===== config.mk =====
export PLATFORM = sky130hd
export DESIGN_NAME = overtravel_torque_limit
export DESIGN_NICKNAME = d
export VERILOG_FILES = /design/src/hdl/ot_sync.v /design/src/hdl/overtravel_torque_limit.v
export VERILOG_INCLUDE_DIRS = /design/src /design/src/hdl
export SDC_FILE = /design/constraint.sdc
export NUM_CORES = 1
export LEC_CHECK = 0
export ABC_CLOCK_PERIOD_IN_PS = 2800
export BUFFER_PORTS_ARGS = -buffer_cell sky130_fd_sc_hd__buf_2
export CAP_MARGIN = 20
export CORE_MARGIN = 2
export CORE_UTILIZATION = 45
export DETAILED_ROUTE_END_ITERATION = 8
export GPL_ROUTABILITY_DRIVEN = 1
export PLACE_DENSITY = 0.82
export RECOVER_POWER = 100
export SYNTH_ARGS = -nofsm -noshare
export SYNTH_HDL_FRONTEND = slang
export SYNTH_SLANG_ARGS = --single-unit

===== constraint.sdc =====
create_clock -name CLOCK_I -period 2.8 [get_ports CLOCK_I]
set_input_delay 0 -clock CLOCK_I [delete_from_list [all_inputs] [get_ports CLOCK_I]]
set_output_delay 0 -clock CLOCK_I [all_outputs]
set_load 0.01 [all_outputs]

===== src/hdl/ottl_consts.vh =====
// constants for the overtravel and torque limit block
`ifndef OTTL_CONSTS_VH
`define OTTL_CONSTS_VH
`define MAP_W            4
`define MAP_FWD_USE      4'h2
`define MAP_REV_USE      4'h3
`define MAP_NOT_USED     4'h8
`define MAP_FWD_INV      4'hB
`define MAP_REV_INV      4'hC
`define OT_MODE_SVOFF    2'h0
`define OT_MODE_DEC_ZC   2'h1
`define OT_MODE_DEC_CST  2'h2
`define SVOFF_DEC        1'h0
`define TRQ_W            10
`define TRQ_DEFAULT      10'h320
`define TRQ_ZERO         10'h000
`define SEL_W            2
`define SEL_NONE         2'h0
`define SEL_T1           2'h1
`define SEL_T2           2'h2
`define SEL_T3           2'h3
`define MON_CLT_BIT      3
`define MON_W            4
`endif


===== src/hdl/ot_sync.v =====
// two-stage synchroniser for a pin level
`default_nettype none
module ot_sync (
  // clock and reset
  input  wire clk_i,
  input  wire rstn_i,
  // level
  input  wire d_i,
  output wire q_o
);
  reg meta_q;
  reg sync_q;
  // preset to 1: an unknown switch reads as open, the safe side
  always @(posedge clk_i or negedge rstn_i) begin
    if (!rstn_i) begin
      meta_q <= 1'b1;
      sync_q <= 1'b1;
    end else begin
      meta_q <= d_i;
      sync_q <= meta_q;
    end
  end
  assign q_o = sync_q;
endmodule // ot_sync
`default_nettype wire


===== src/hdl/overtravel_torque_limit.v =====
// overtravel stop sequencing and torque clamping for a servo drive
// limitations: a stop is only entered while the motor runs; the
// servo-off stop method itself belongs to the external stop unit,
// which reads the servo-off mode input; this block sequences around it
`include "ottl_consts.vh"
`default_nettype none
module overtravel_torque_limit (
  // clock and reset
  input  wire                    CLOCK_I,
  input  wire                    RSTN_I,
  // limit switch pins
  input  wire                    FWD_RUN_PROHIBIT_IN_I,
  input  wire                    REV_RUN_PROHIBIT_IN_I,
  // configuration
  input  wire [`MAP_W-1:0]       FWD_PROHIBIT_MAP_FIELD_I,
  input  wire [`MAP_W-1:0]       REV_PROHIBIT_MAP_FIELD_I,
  input  wire [1:0]              OVERTRAVEL_STOP_MODE_FIELD_I,
  input  wire                    SERVO_OFF_STOP_MODE_FIELD_I,
  input  wire                    TORQUE_CONTROL_I,
  input  wire [`TRQ_W-1:0]       EMERGENCY_STOP_TORQUE_I,
  input  wire [`TRQ_W-1:0]       FWD_TORQUE_LIMIT_I,
  input  wire [`TRQ_W-1:0]       REV_TORQUE_LIMIT_I,
  input  wire [`TRQ_W-1:0]       MOTOR_MAX_TORQUE_I,
  input  wire [`SEL_W-1:0]       TORQUE_FLAG_OUTPUT_SELECT_I,
  // motion state from the control loop
  input  wire                    MOTOR_RUNNING_I,
  input  wire                    MOTOR_STOPPED_I,
  input  wire                    TORQUE_REF_NEG_I,
  input  wire [`TRQ_W-1:0]       TORQUE_REF_MAG_I,
  // other output functions already allocated to the terminals
  input  wire [3:1]              OTHER_TERMINAL_FUNCS_I,
  // results
  output reg                     FWD_ALLOWED_O,
  output reg                     REV_ALLOWED_O,
  output reg                     STOP_ACTIVE_O,
  output reg                     DECEL_ACTIVE_O,
  output reg                     ZERO_CLAMP_O,
  output reg                     COAST_O,
  output reg                     SERVO_OFF_STOP_O,
  output reg  [`TRQ_W-1:0]       STOP_TORQUE_O,
  output reg                     TORQUE_OUT_NEG_O,
  output reg  [`TRQ_W-1:0]       TORQUE_OUT_MAG_O,
  output reg  [3:1]              OUTPUT_TERMINAL_O,
  output reg  [`MON_W-1:0]       OUTPUT_SIGNAL_MONITOR_O
);

  // ************************************************************
  // input synchronisation
  // ************************************************************
  wire fwd_pin_s;
  wire rev_pin_s;

  ot_sync u_sync_fwd (
    .clk_i  (CLOCK_I),
    .rstn_i (RSTN_I),
    .d_i    (FWD_RUN_PROHIBIT_IN_I),
    .q_o    (fwd_pin_s)
  );

  ot_sync u_sync_rev (
    .clk_i  (CLOCK_I),
    .rstn_i (RSTN_I),
    .d_i    (REV_RUN_PROHIBIT_IN_I),
    .q_o    (rev_pin_s)
  );

  // ************************************************************
  // prohibit mapping
  // ************************************************************
  // returns 1 when the direction is prohibited; unknown codes read as not prohibited
  function prohibit_map;
    input [`MAP_W-1:0] map;
    input [`MAP_W-1:0] use_code;
    input [`MAP_W-1:0] inv_code;
    input              pin;
    begin
      if (map == `MAP_NOT_USED) begin
        prohibit_map = 1'b0;
      end else if (map == use_code) begin
        prohibit_map = pin;
      end else if (map == inv_code) begin
        prohibit_map = ~pin;
      end else begin
        prohibit_map = 1'b0;
      end
    end
  endfunction

  wire fwd_prohibit = prohibit_map(FWD_PROHIBIT_MAP_FIELD_I, `MAP_FWD_USE, `MAP_FWD_INV, fwd_pin_s);
  wire rev_prohibit = prohibit_map(REV_PROHIBIT_MAP_FIELD_I, `MAP_REV_USE, `MAP_REV_INV, rev_pin_s);
  wire any_prohibit = fwd_prohibit | rev_prohibit;

  // ************************************************************
  // stop sequencer
  // ************************************************************
  localparam [2:0] ST_RUN   = 3'h0;
  localparam [2:0] ST_SVOFF = 3'h1;
  localparam [2:0] ST_DECEL = 3'h2;
  localparam [2:0] ST_CLAMP = 3'h3;
  localparam [2:0] ST_COAST = 3'h4;

  reg [2:0] state_q;
  reg [2:0] state_d;
  reg [1:0] mode_q;
  reg [1:0] mode_d;
  reg [2:0] entry_state;

  // ************************************************************
  // stop entry decode
  // ************************************************************
  // torque control ignores the mode field and always takes the servo-off path;
  // the undefined mode 3 falls back to the servo-off path
  always @* begin
    entry_state = ST_SVOFF;
    if (TORQUE_CONTROL_I) begin
      entry_state = ST_SVOFF;
    end else if (OVERTRAVEL_STOP_MODE_FIELD_I == `OT_MODE_DEC_ZC) begin
      entry_state = ST_DECEL;
    end else if (OVERTRAVEL_STOP_MODE_FIELD_I == `OT_MODE_DEC_CST) begin
      entry_state = ST_DECEL;
    end else begin
      entry_state = ST_SVOFF;
    end
  end

  // ************************************************************
  // stop state machine
  // ************************************************************
  always @* begin
    state_d = state_q;
    mode_d  = mode_q;
    case (state_q)
      ST_RUN: begin
        if (any_prohibit && MOTOR_RUNNING_I) begin
          mode_d  = OVERTRAVEL_STOP_MODE_FIELD_I;
          state_d = entry_state;
        end
      end
      ST_SVOFF: begin
        if (MOTOR_STOPPED_I) begin
          state_d = ST_COAST;
        end else if (!any_prohibit) begin
          state_d = ST_RUN;
        end
      end
      ST_DECEL: begin
        if (MOTOR_STOPPED_I) begin
          if (mode_q == `OT_MODE_DEC_ZC) begin
            state_d = ST_CLAMP;
          end else begin
            state_d = ST_COAST;
          end
        end
      end
      ST_CLAMP, ST_COAST: begin
        // released once the limit switch clears
        if (!any_prohibit) begin
          state_d = ST_RUN;
        end
      end
      default: begin
        state_d = ST_RUN;
      end
    endcase
  end

  // state and latched mode share the clock and reset but nothing else
  always @(posedge CLOCK_I or negedge RSTN_I) begin
    if (!RSTN_I) begin
      state_q <= ST_RUN;
    end else begin
      state_q <= state_d;
    end
  end

  // the mode is kept from entry so a later edit cannot change the ending
  always @(posedge CLOCK_I or negedge RSTN_I) begin
    if (!RSTN_I) begin
      mode_q <= `OT_MODE_SVOFF;
    end else begin
      mode_q <= mode_d;
    end
  end

  // ************************************************************
  // torque clamp
  // ************************************************************
  function [`TRQ_W-1:0] min_trq;
    input [`TRQ_W-1:0] a;
    input [`TRQ_W-1:0] b;
    begin
      min_trq = (a < b) ? a : b;
    end
  endfunction

  wire [`TRQ_W-1:0] fwd_lim_eff = min_trq(FWD_TORQUE_LIMIT_I, MOTOR_MAX_TORQUE_I);
  wire [`TRQ_W-1:0] rev_lim_eff = min_trq(REV_TORQUE_LIMIT_I, MOTOR_MAX_TORQUE_I);
  wire [`TRQ_W-1:0] estop_eff   = min_trq(EMERGENCY_STOP_TORQUE_I, MOTOR_MAX_TORQUE_I);

  // ************************************************************
  // direction select
  // ************************************************************
  // a prohibited direction gets no torque
  reg [`TRQ_W-1:0] act_lim;
  reg              dir_blocked;
  always @* begin
    act_lim     = fwd_lim_eff;
    dir_blocked = fwd_prohibit;
    if (TORQUE_REF_NEG_I) begin
      act_lim     = rev_lim_eff;
      dir_blocked = rev_prohibit;
    end else begin
      act_lim     = fwd_lim_eff;
      dir_blocked = fwd_prohibit;
    end
  end

  // flag at equality too, so a reference sitting on the limit reads limited
  reg              limited;
  reg [`TRQ_W-1:0] clamped;
  always @* begin
    limited = 1'b0;
    clamped = TORQUE_REF_MAG_I;
    if (TORQUE_REF_MAG_I >= act_lim) begin
      limited = 1'b1;
      clamped = act_lim;
    end
  end

  // ************************************************************
  // output terminals
  // ************************************************************
  // one slice per terminal; select code 0 routes the flag nowhere
  wire [3:1] clt_route;
  genvar t;
  generate
    for (t = 1; t <= 3; t = t + 1) begin : g_term
      assign clt_route[t] = limited && ({{(32-`SEL_W){1'b0}}, TORQUE_FLAG_OUTPUT_SELECT_I} == t);
    end
  endgenerate

  // ************************************************************
  // next values of the registered outputs
  // ************************************************************
  // the stop outputs come from state_d, so they change on the same edge as state_q and line up with it
  wire              fwd_allowed_d = ~fwd_prohibit;
  wire              rev_allowed_d = ~rev_prohibit;
  wire              stop_d        = (state_d != ST_RUN);
  wire              decel_d       = (state_d == ST_DECEL);
  wire              clamp_d       = (state_d == ST_CLAMP);
  wire              coast_d       = (state_d == ST_COAST);
  wire              svoff_d       = (state_d == ST_SVOFF);
  // emergency torque is offered only while decelerating in mode 1 or 2
  wire [`TRQ_W-1:0] stop_trq_d    = decel_d ? estop_eff : `TRQ_ZERO;
  // any stop or a prohibited direction removes drive torque
  wire              trq_kill_d    = stop_d | dir_blocked;
  wire [`TRQ_W-1:0] trq_mag_d     = trq_kill_d ? `TRQ_ZERO : clamped;
  wire [3:1]        terminal_d    = OTHER_TERMINAL_FUNCS_I | clt_route;
  wire [`MON_W-1:0] monitor_d     = {limited, OTHER_TERMINAL_FUNCS_I};

  // ************************************************************
  // registered outputs: direction flags
  // ************************************************************
  // reset reads as prohibited until the first edge; then the flags follow the map of the synchroniser outputs
  always @(posedge CLOCK_I or negedge RSTN_I) begin
    if (!RSTN_I) begin
      FWD_ALLOWED_O <= 1'b0;
      REV_ALLOWED_O <= 1'b0;
    end else begin
      FWD_ALLOWED_O <= fwd_allowed_d;
      REV_ALLOWED_O <= rev_allowed_d;
    end
  end

  // ************************************************************
  // registered outputs: stop indications
  // ************************************************************
  always @(posedge CLOCK_I or negedge RSTN_I) begin
    if (!RSTN_I) begin
      STOP_ACTIVE_O    <= 1'b0;
      DECEL_ACTIVE_O   <= 1'b0;
      ZERO_CLAMP_O     <= 1'b0;
      COAST_O          <= 1'b0;
      SERVO_OFF_STOP_O <= 1'b0;
      STOP_TORQUE_O    <= `TRQ_ZERO;
    end else begin
      STOP_ACTIVE_O    <= stop_d;
      DECEL_ACTIVE_O   <= decel_d;
      ZERO_CLAMP_O     <= clamp_d;
      COAST_O          <= coast_d;
      SERVO_OFF_STOP_O <= svoff_d;
      STOP_TORQUE_O    <= stop_trq_d;
    end
  end

  // ************************************************************
  // registered outputs: torque
  // ************************************************************
  always @(posedge CLOCK_I or negedge RSTN_I) begin
    if (!RSTN_I) begin
      TORQUE_OUT_NEG_O <= 1'b0;
      TORQUE_OUT_MAG_O <= `TRQ_ZERO;
    end else begin
      TORQUE_OUT_NEG_O <= TORQUE_REF_NEG_I;
      TORQUE_OUT_MAG_O <= trq_mag_d;
    end
  end

  // ************************************************************
  // registered outputs: terminals and monitor
  // ************************************************************
  always @(posedge CLOCK_I or negedge RSTN_I) begin
    if (!RSTN_I) begin
      OUTPUT_TERMINAL_O       <= 3'h0;
      OUTPUT_SIGNAL_MONITOR_O <= {`MON_W{1'b0}};
    end else begin
      OUTPUT_TERMINAL_O       <= terminal_d;
      OUTPUT_SIGNAL_MONITOR_O <= monitor_d;
    end
  end

endmodule // overtravel_torque_limit
`default_nettype wire


* Word-level counts from Yosys, hierarchy flattened
Index checks and enable logic that the tools add are counted.
** Storage, ports and cells
- Word-level logic and storage cells :: 81
- Bits of input ports :: 74
- Bits in registers :: 44
- Output and inout bits :: 35
** Operators by class
- Muxes and demuxes :: 24
- Equal/unequal tests :: 20
- Bitwise gates (word level) :: 7
- Reduce and logical (&&, ||, !) cells :: 8
- Magnitude comparators :: 4
** Operator list (number)
- $mux W10 :: 7
- $lt A10 B10 Y1 :: 3
- $eq A4 B4 Y1 const B :: 4
- $mux W3 :: 5
- $eq A3 B2 Y1 const B :: 4
- $pmux W3 S4 :: 1
- $ge A10 B10 Y1 :: 1
- $eq A4 B2 Y1 const B :: 2
- $mux W1 :: 8
- $eq A2 B1 Y1 const B :: 3
- $eq A2 B2 Y1 const B :: 3
- $eq A3 B1 Y1 const B :: 2
- $eq A3 B3 Y1 const B :: 2
- $mux W2 :: 3
- $logic_and A1 B1 Y1 :: 4
- $not A1 Y1 :: 4
- $logic_not A3 Y1 :: 1
- $or A3 B3 Y3 :: 1
- $reduce_bool A3 Y1 :: 1
- $or A1 B1 Y1 :: 2
- $reduce_and A2 Y1 :: 1
- $reduce_or A2 Y1 :: 1

* Depth between registers and ports, before layout
Gate-level depths: netlist of run 1.
- Depth after elaboration :: 11
- Mapped depth :: 18
- Mapped depth without buffers :: 17

* Cells and area by module
Synthesis of run 1 repeated with hierarchy kept, for this count alone.
** Unflattened totals
- Cell total of the unflattened synthesis :: 299
- Area total of the unflattened synthesis :: 3030.4 um^2
** Modules (own cells, without submodules)
- overtravel_torque_limit :: times used 1, area an instance 2925.3 um^2, seq. area each 1001.0 um^2, cells an instance 295
- ot_sync :: times used 2, area an instance 52.6 um^2, seq. area each 52.6 um^2, cells an instance 2

* Least setup slack after synthesis of run 1
No wires, ideal clock.
- Kind :: input to register
- Start point :: input MOTOR_MAX_TORQUE_I[1]
- End point :: register TORQUE_OUT_MAG_O[1]
- Data arrival time :: 3.441 ns
- Buffers on the path :: 2
- Library setup time :: 0.087 ns
- Cell stages on the path :: 18
- Data required time :: 2.713 ns
- Path slack :: -0.727 ns
- Path through :: inv_1 > ha_1 > or3b_2 > o2111ai_1 > a211oi_1 > or2_2 > buf_2 > mux2i_1 > mux2_2 > ha_1 > nand3_1 > a21oi_1 > o311ai_0 > a31oi_1 > nor2_1 > buf_6 > nand2_1 > a211oi_2
** On the way
- Word-level cells in the longest chain between the ends :: 6
- Elaborated cells on any way between the ends :: 8
- Those cells by class :: order compare (3); mux (5)
** Ends and longest elaborated chain
- start: declaration :: line overtravel_torque_limit.v:23 : input wire [`TRQ_W-1:0] MOTOR_MAX_TORQUE_I,
- $lt A10 B10 Y1 :: line overtravel_torque_limit.v:192 : min_trq = (a < b) ? a : b;
- $mux W10 :: line overtravel_torque_limit.v:192
- $mux W10 * :: line overtravel_torque_limit.v:209 : if (TORQUE_REF_NEG_I) begin
- $ge A10 B10 Y1 :: line overtravel_torque_limit.v:224 : if (TORQUE_REF_MAG_I >= act_lim) begin
- $mux W10 * :: line overtravel_torque_limit.v:224
- $mux W10 * :: line overtravel_torque_limit.v:257 : wire [`TRQ_W-1:0] trq_mag_d = trq_kill_d ? `TRQ_ZERO : clamped;
- net trq_mag_d[1] :: line overtravel_torque_limit.v:257
- end signal: assignment :: line overtravel_torque_limit.v:302 : TORQUE_OUT_MAG_O <= `TRQ_ZERO;
- end signal: assignment :: line overtravel_torque_limit.v:305 : TORQUE_OUT_MAG_O <= trq_mag_d;
- end: declaration :: line overtravel_torque_limit.v:42 : output reg [`TRQ_W-1:0] TORQUE_OUT_MAG_O,
The timed path passes the listed nets; every way through them passes the cells marked *.
A chain may end at the register's enable or synchronous reset.

* Final worst setup path of run 1
- Start point :: input MOTOR_MAX_TORQUE_I[3]
- End point :: register TORQUE_OUT_MAG_O[5]
Same word-level chain as after synthesis.

==> flow_summary.yaml, run 1 <==
hold_path:
  holdPathEnd: "STOP_TORQUE_O[4]$_DFF_PN0_"
  timing.hold.worst_path_depth: 3
  min_from: "EMERGENCY_STOP_TORQUE_I[4]"
  worst_hold_path_type: "in -> reg"
synthesis:
  synthesis.yosys.warnings: 0
  post_synth_most_frequent_cells: "40 x sky130_fd_sc_hd__dfrtp_1, 37 x sky130_fd_sc_hd__ha_1, 27 x sky130_fd_sc_hd__nor2_1"
  synth-edff-count: 0
  synthesis.area_sq_um: 3020
  synth.largest_area_cell: "sky130_fd_sc_hd__dfrtp_1"
  synth.net_count: 410
  synth.top_cell.area_share: 0.332
  combinational_family_with_the_most_area_after_synthesis: "compound AO/OA/AOI/OAI gates"
  async_flop_share: 1.00
  synth.mux.area_fraction: 0.0858
  synth_simple_gate_area_share: 0.146
  yosysSeqAreaShare: 0.367
  compound_cell_area_share_of_the_yosys_netlist: 0.197
  synth_top_flop_cell: "sky130_fd_sc_hd__dfrtp_1"
  avgSynthCellArea_sq_um: 10.1
  synthMostInstantiatedCell: "sky130_fd_sc_hd__dfrtp_1"
  synth.top_cells.by_area: "sky130_fd_sc_hd__dfrtp_1 33%, sky130_fd_sc_hd__ha_1 15%, sky130_fd_sc_hd__mux2i_1 6.0%"
  synth-adder-area-share: 0.153
  synth_cell_types: 54
  synth_cells: 299
  ys_ff_latch: 44
  synth_xor_xnor_area_share: 0.00290
global_routing:
  grtUsageTotal: 0.291
  grt_start_max_net_pins: 45
  grt_pass1_vias: 3509
  wire_length_of_the_first_global_routing_pass_um: 16600
  antenna_found_initial: 0
  globalRoute.totalOverflow: 0
sta:
  clock-skew-final_ns: 0.0104
  fin_worst_hold_slack_ns: 0.00886
  slew_headroom: -0.501
  maxClockFrequency_ghz: 0.317
  rsz0062_at_grt: "true"
  hold_violations: 0
  layout_setup_ws_ns: -0.354
  setup_viol_count_final: 14
  fin_crit_sh: 1.13
  worst_slew_pin_slew_ns: 2.25
  period_minus_slack_ns: 3.15
  timing_max_transition_violations_final: 45
routing:
  drtPass1Iterations: 7
  route.detailed.drc: 8
  detail_route.iter0.violations: 137
  ant_nets: 0
  detail_route.wl_per_cell_um: 18.1
  finalWirelength_um: 10800
  viasPerCell: 5.51
  route.vias.total: 3295
power:
  power_density_nw_per_um2: 514
  power.ir.vdd_worst_uv: 329
  p_leak_nw: 2.46
placed_design:
  hpwlAfterDp_um: 7050
  gp_congestion: 0.904
  port_buffers: 107
  placed_cell_area_sq_um: 4240
clock_tree:
  cell_at_the_root_of_the_clock_tree: "sky130_fd_sc_hd__clkbuf_8"
  cts_made_buffers: 5
  clock_latency_on_the_worst_skew_pair_ns: 0.31
  worst_setup_hold_path_clk_slew_ns: 0.09
  max_buffers_root_to_sink: 2
  cts-htree-levels: 2
  cts_tree: "built"
  cts_sinks: 44
cells_and_area:
  final_util: 0.782
  fin_area_sq_um: 5020
  fillers: 429
  final_layout_size_suffix_gt1_frac: 0.457
  design.final.nets: 631
  diodes: 0
  flow.area_growth_from_synthesis_pct: 66.4
setup_path:
  cp-start-kind: "primary input"
  cp-end-kind: "flop"
  r2r-end: "TORQUE_OUT_MAG_O[8]$_DFF_PN0_"
  worstReg2RegStart: "u_sync_fwd.q_o$_DFF_PN1_"
  critical_path_required_ns: 3.04
  cp_slowest_stage_delay_ns: 0.42
  r2r_setup_slack_ns: -0.15
  cp.arrival_ns: 3.39
  critPathMaxFanout: 6
  worstRegToRegCells: 8
  worst_path_max_delay_cell: "sky130_fd_sc_hd__a2111oi_4"
  path_cells: "buf_8 > inv_8 > ha_4 > a2111oi_4 > a211oi_4 > o32ai_4 > nor2_2 > a211o_1 > ha_4 > nand3_2 > a21oi_2 > o311ai_2 > a31oi_2 > nor2_4 > buf_12 > a2111o_1 > a21oi_2"
  criticalPathCategory: "in -> reg"
run_status:
  violations_in_the_final_reports: "design-rule violations, max-capacitance violations, max-slew violations, negative setup slack"
  status: "finished with violations"
run:
  max_cap_viol_count: 1
floorplanning:
  core_area_sq_um: 6420
  die_width_um: 85.9
  die_area_sq_um: 7380
  fp-row-count: 29
  fp.dieH_um: 85.9
  initial_core_util: 0.470
  floorplan.io_pins: 109
==> layer usage <==
layer | global-route usage | vias up | part of all wire
met1 | 0.324 | 1570 | 0.38
met4 | 0.126 | 0 | 0.037
met3 | 0.0520 | 37 | 0.061
met5 | 0 | - | 0
li1 | - | 1554 | -
met2 | 0.536 | 134 | 0.52
==> logic make-up (layout without fill, tap and decap cells) <==
group	count (synthesis)	count (layout)
AOI/OAI and AO/OA	73	73
xor gates and xnor gates	1	1
adders and majority gates	37	37
buffers and inverters	30	252
DFF	44	44
muxes	25	25
and+or+nand+nor	89	89
==> stage by stage <==
| stage | setup WS, ns | power, mW | instances | TNS [ns] |
|---|---|---|---|---|
| after floorplan | -0.312 | 1.50 | 299 | -3.12 |
| after global placement | -0.512 | 1.85 | 540 | -6.12 |
| after detailed placement | -0.535 | 1.88 | 540 | -6.77 |
| after CTS | -0.0938 | 2.52 | 595 | -0.437 |
| after global routing | -0.474 | 2.73 | 598 | -5.09 |
| final | -0.354 | 2.58 | 598 | -3.39 |
==> worst max-delay path: cells and delay by family <==
family / cells / cell delay (ns)
AOI/OAI and AO/OA: 9 / 2.32
and+or+nand+nor: 3 / 0.27
buffers and inverters: 3 / 0.32
adders and majority gates: 2 / 0.50
==> cell usage in the layout, fill, tap and decap left out, types with 3 or more instances in the layout <==
cell,synthesis,routed
sky130_fd_sc_hd__a2111o_1,5,5
sky130_fd_sc_hd__nand2b_1,5,4
sky130_fd_sc_hd__inv_2,1,4
sky130_fd_sc_hd__a21o_1,3,3
sky130_fd_sc_hd__clkbuf_1,2,39
sky130_fd_sc_hd__o211ai_1,3,3
sky130_fd_sc_hd__nor2_2,1,3
sky130_fd_sc_hd__a211oi_2,6,4
sky130_fd_sc_hd__o21a_1,5,5
sky130_fd_sc_hd__ha_1,37,28
sky130_fd_sc_hd__dfstp_2,4,4
sky130_fd_sc_hd__buf_2,2,65
sky130_fd_sc_hd__a31o_2,4,4
sky130_fd_sc_hd__nand3_1,5,4
sky130_fd_sc_hd__dfrtp_1,40,40
sky130_fd_sc_hd__a21oi_1,16,13
sky130_fd_sc_hd__buf_6,3,6
sky130_fd_sc_hd__a211o_1,5,5
sky130_fd_sc_hd__mux2_2,7,4
sky130_fd_sc_hd__o21ai_0,5,4
sky130_fd_sc_hd__inv_1,19,13
sky130_fd_sc_hd__ha_4,0,8
sky130_fd_sc_hd__a21oi_2,2,5
sky130_fd_sc_hd__buf_4,2,81
sky130_fd_sc_hd__nor3_2,0,3
sky130_fd_sc_hd__mux2i_1,18,18
sky130_fd_sc_hd__clkbuf_8,0,6
sky130_fd_sc_hd__nand2_2,0,5
sky130_fd_sc_hd__nor3_1,15,10
sky130_fd_sc_hd__nand2_1,17,11
sky130_fd_sc_hd__nor2_1,27,23
sky130_fd_sc_hd__dlygate4sd3_1,0,30
==> power breakdown <==
part           switching [mW]  internal (mW)
Sequential             0.0709          0.784
Clock                   0.236          0.292
Combinational           0.625          0.573
==> sequential cells by signal, indices dropped and copies added, names as in the netlist, 2 cells and up <==
name and flops:
mode_q 2, OUTPUT_TERMINAL_O 3, OUTPUT_SIGNAL_MONITOR_O 4, STOP_TORQUE_O 10, state_q 3, TORQUE_OUT_MAG_O 10
==> final cells by class <==
| class | count | area [sq um] | share of cell area |
|---|---|---|---|
| Sequential cell | 44 | 1110 | 0.220 |
| Clock buffer | 6 | 82.6 | 0.0164 |
| Timing Repair Buffer | 224 | 1510 | 0.300 |
| Clock inverter | 2 | 38.8 | 0.00772 |
| Inverter | 20 | 95.1 | 0.0189 |
| Tap cell | 77 | 96.3 | 0.0192 |
| Multi-Input combinational cell | 225 | 2090 | 0.417 |
==> how the worst max path moves through the flow <==
stage | start | endpoint | cells after the start
after global placement | MOTOR_MAX_TORQUE_I[3] | TORQUE_OUT_MAG_O[5]$_DFF_PN0_ | 17
after detailed placement | MOTOR_MAX_TORQUE_I[3] | TORQUE_OUT_MAG_O[2]$_DFF_PN0_ | 17
after global routing | MOTOR_MAX_TORQUE_I[3] | TORQUE_OUT_MAG_O[5]$_DFF_PN0_ | 17
after CTS | FWD_TORQUE_LIMIT_I[3] | TORQUE_OUT_MAG_O[5]$_DFF_PN0_ | 16
after floorplan | MOTOR_MAX_TORQUE_I[1] | TORQUE_OUT_MAG_O[1]$_DFF_PN0_ | 17
final | MOTOR_MAX_TORQUE_I[3] | TORQUE_OUT_MAG_O[5]$_DFF_PN0_ | 17
==> repair_timing <==
item / 4_1_cts / 5_1_grt
gates cloned: 0 / 1
hold buffers: 30 / 0
setup endpoints to repair: 13 / 14
pin swaps: 12 / 23
setup buffers: 17 / 3
hold endpoints to repair: 70 / 0
gates resized for setup: 27 / 25
No activity file was read; power rests on OpenSTA's default activity.
==> inputs of run 2 (changes only) <==
--- a/config.mk
+++ b/config.mk
@@ -17,4 +17,5 @@
 export RECOVER_POWER = 100
 export SYNTH_ARGS = -nofsm -noshare
 export SYNTH_HDL_FRONTEND = slang
+export SYNTH_HIERARCHICAL = 1
 export SYNTH_SLANG_ARGS = --single-unit
==> run 2 against run 1 <==
The run ends with max-capacitance violations, max-slew violations, negative setup slack left. Clock-buffer cell count stayed put. Worst hold slack better by 0.020 ns. Global-route usage is 1.3 points lower.
==> flow_summary.yaml, run 2 <==
floorplanning:
  die_area_sq_um: 7410
  core_area_sq_um: 6420
  initial_core_util: 0.472
  die_width_um: 86.1
  fp.dieH_um: 86.1
  floorplan.io_pins: 109
  fp-row-count: 29
synthesis:
  synth.top_cells.by_area: "sky130_fd_sc_hd__dfrtp_1 33%, sky130_fd_sc_hd__ha_1 15%, sky130_fd_sc_hd__mux2i_1 5.9%"
  synthesis.area_sq_um: 3030
  synth_cells: 299
  synth.top_cell.area_share: 0.330
  synth.largest_area_cell: "sky130_fd_sc_hd__dfrtp_1"
  synth.mux.area_fraction: 0.0855
  avgSynthCellArea_sq_um: 10.1
  synth-edff-count: 0
  ys_ff_latch: 44
  synth_xor_xnor_area_share: 0.00289
  synth-adder-area-share: 0.153
  synth_top_flop_cell: "sky130_fd_sc_hd__dfrtp_1"
  post_synth_most_frequent_cells: "40 x sky130_fd_sc_hd__dfrtp_1, 37 x sky130_fd_sc_hd__ha_1, 27 x sky130_fd_sc_hd__nor2_1"
  synthesis.yosys.warnings: 6
  synth_cell_types: 56
  combinational_family_with_the_most_area_after_synthesis: "compound AO/OA/AOI/OAI gates"
  synthMostInstantiatedCell: "sky130_fd_sc_hd__dfrtp_1"
  async_flop_share: 1.00
  yosysSeqAreaShare: 0.365
  compound_cell_area_share_of_the_yosys_netlist: 0.191
  synth.net_count: 410
  synth_simple_gate_area_share: 0.146
global_routing:
  grtUsageTotal: 0.277
  grt_pass1_vias: 3408
  wire_length_of_the_first_global_routing_pass_um: 16000
  globalRoute.totalOverflow: 0
  antenna_found_initial: 0
  grt_start_max_net_pins: 45
setup_path:
  cp-start-kind: "primary input"
  critical_path_required_ns: 3.03
  critPathMaxFanout: 7
  worstRegToRegCells: 8
  cp-end-kind: "flop"
  criticalPathCategory: "in -> reg"
  critical_path_startpoint: "FWD_TORQUE_LIMIT_I[1]"
  r2r-end: "TORQUE_OUT_MAG_O[1]$_DFF_PN0_"
  worstReg2RegStart: "u_sync_fwd/q_o$_DFF_PN1_"
  r2r_setup_slack_ns: -0.14
  cp.arrival_ns: 3.27
sta:
  hold_violations: 0
  period_minus_slack_ns: 3.04
  slew_headroom: -0.255
  maxClockFrequency_ghz: 0.329
  timing_max_transition_violations_final: 37
  setup_viol_count_final: 14
  layout_setup_ws_ns: -0.242
  worst_slew_pin_slew_ns: 1.88
  rsz0062_at_grt: "true"
  clock-skew-final_ns: 0.00702
  fin_crit_sh: 1.09
routing:
  detail_route.iter0.violations: 212
  route.detailed.drc: 0
  drtPass1Iterations: 6
  detail_route.wl_per_cell_um: 19.2
  route.vias.total: 3329
  viasPerCell: 5.62
  ant_nets: 0
  finalWirelength_um: 11300
cells_and_area:
  most_frequent_standard_cell_in_the_layout_excluding_fill_and_tap_cells: "sky130_fd_sc_hd__buf_4"
  final_util: 0.803
  design.final.nets: 625
  fin_area_sq_um: 5160
  biggestRegsByFlops: "STOP_TORQUE_O (10), TORQUE_OUT_MAG_O (10), OUTPUT_SIGNAL_MONITOR_O (4)"
  flow.area_growth_from_synthesis_pct: 70.3
  final_layout_size_suffix_gt1_frac: 0.491
  diodes: 0
  layout.cells.most_common_list: "76 x sky130_fd_sc_hd__buf_4, 62 x sky130_fd_sc_hd__buf_2, 40 x sky130_fd_sc_hd__dfrtp_1, 40 x sky130_fd_sc_hd__clkbuf_1, 29 x sky130_fd_sc_hd__dlygate4sd3_1"
power:
  power_density_nw_per_um2: 513
  p_leak_nw: 2.42
  power.ir.vdd_worst_uv: 402
run_status:
  status: "finished with violations"
  violations_in_the_final_reports: "max-capacitance violations, max-slew violations, negative setup slack"
placed_design:
  placement.setup.worst_slack_ns: -0.615
  port_buffers: 107
  placed_cell_area_sq_um: 4270
  gp_congestion: 0.927
  hpwlAfterDp_um: 7000
clock_tree:
  cts_made_buffers: 5
  cts_sinks: 44
  cell_at_the_root_of_the_clock_tree: "sky130_fd_sc_hd__clkbuf_8"
  cts_tree: "built"
  clock_latency_on_the_worst_skew_pair_ns: 0.30
  max_buffers_root_to_sink: 2
  cts-htree-levels: 2
  worst_setup_hold_path_clk_slew_ns: 0.08
run:
  max_cap_viol_count: 1
hold_path:
  worst_hold_path_type: "in -> reg"
  min_from: "EMERGENCY_STOP_TORQUE_I[7]"
  holdPathEnd: "STOP_TORQUE_O[7]$_DFF_PN0_"
  timing.hold.worst_path_depth: 3
run 2: cell count changes after synthesis, sizes merged:
cell    previous run  this run
buf                8         6
clkbuf             2         3
bufbuf             0         1
run 2: how the worst max path moves through the flow:
stage / depth (start not counted) / end / slack, ns
detailed placement: 17 / TORQUE_OUT_MAG_O[1]$_DFF_PN0_ / -0.61
global placement: 18 / TORQUE_OUT_MAG_O[2]$_DFF_PN0_ / -0.52
CTS: 17 / TORQUE_OUT_MAG_O[2]$_DFF_PN0_ / -0.12
finish: 19 / TORQUE_OUT_MAG_O[3]$_DFF_PN0_ / -0.24
global route: 19 / TORQUE_OUT_MAG_O[2]$_DFF_PN0_ / -0.34
floorplan: 16 / TORQUE_OUT_MAG_O[1]$_DFF_PN0_ / -0.28
run 2: cells by family after synthesis:
kind of cell / after synthesis
adders and majority gates: 37
xor gates and xnor gates: 1
and+or+nand+nor: 89
buffers and inverters: 30
muxes: 25
AOI/OAI and AO/OA: 73
DFF: 44
run 2: stage by stage:
step	setup TNS, ns	power (mW)	hold slack, ns	cells
2_1_floorplan	-2.65	1.53	-0.296	299
3_3_place_gp	-6.23	1.86	0.106	542
3_5_place_dp	-7.59	1.89	0.107	542
4_1_cts	-0.374	2.55	0.00616	588
5_1_grt	-4.59	2.78	0.0456	592
6_report	-2.44	2.65	0.0284	592
run 2: worst max-delay path: stages:
cell,delay [ns]
sky130_fd_sc_hd__buf_2,0.13
sky130_fd_sc_hd__ha_4,0.18
sky130_fd_sc_hd__or3b_4,0.42
sky130_fd_sc_hd__o2111ai_4,0.09
sky130_fd_sc_hd__a211oi_4,0.11
sky130_fd_sc_hd__or2_4,0.28
sky130_fd_sc_hd__mux2i_1,0.18
sky130_fd_sc_hd__mux2_4,0.33
sky130_fd_sc_hd__ha_4,0.18
sky130_fd_sc_hd__a21oi_4,0.18
sky130_fd_sc_hd__nor2b_4,0.06
sky130_fd_sc_hd__o311ai_4,0.29
sky130_fd_sc_hd__a31oi_4,0.15
sky130_fd_sc_hd__nor2_4,0.20
sky130_fd_sc_hd__buf_12,0.14
sky130_fd_sc_hd__buf_6,0.09
sky130_fd_sc_hd__buf_6,0.09
sky130_fd_sc_hd__nand2_2,0.05
sky130_fd_sc_hd__a21oi_2,0.11
run 2: what timing repair did:
action | CTS | global route
hold endpoints to repair | 69 | 0
setup buffers | 10 | 3
endpoints found under the setup margin | 14 | 14
hold buffers | 29 | 0
resized for setup | 43 | 38
pin swaps | 20 | 24
run 2: metal layers:
layer	part of all wire	GRT usage	up-vias	wire length, um
met3	0.043	0.0452	41	491
li1	-	-	1536	-
met2	0.53	0.509	142	5990
met1	0.38	0.318	1610	4360
met4	0.045	0.110	0	507
met5	0	0	-	0
run 2: cell type report:
cell class / count / area [sq um]
timing repair buffer: 218 / 1470
fill: 375 / 1260
clock buffer: 6 / 82.6
tap: 77 / 96.3
multi-input combinational: 225 / 2270
sequential: 44 / 1110
inverter: 20 / 100
clock inverter: 2 / 38.8
run 2: power by group:
| group | switching, mW | total (mW) | internal (mW) | leakage, nW |
|---|---|---|---|---|
| Combinational | 0.669 | 1.27 | 0.602 | 1.81 |
| Clock | 0.226 | 0.517 | 0.292 | 0.0614 |
| Sequential | 0.0728 | 0.857 | 0.784 | 0.552 |
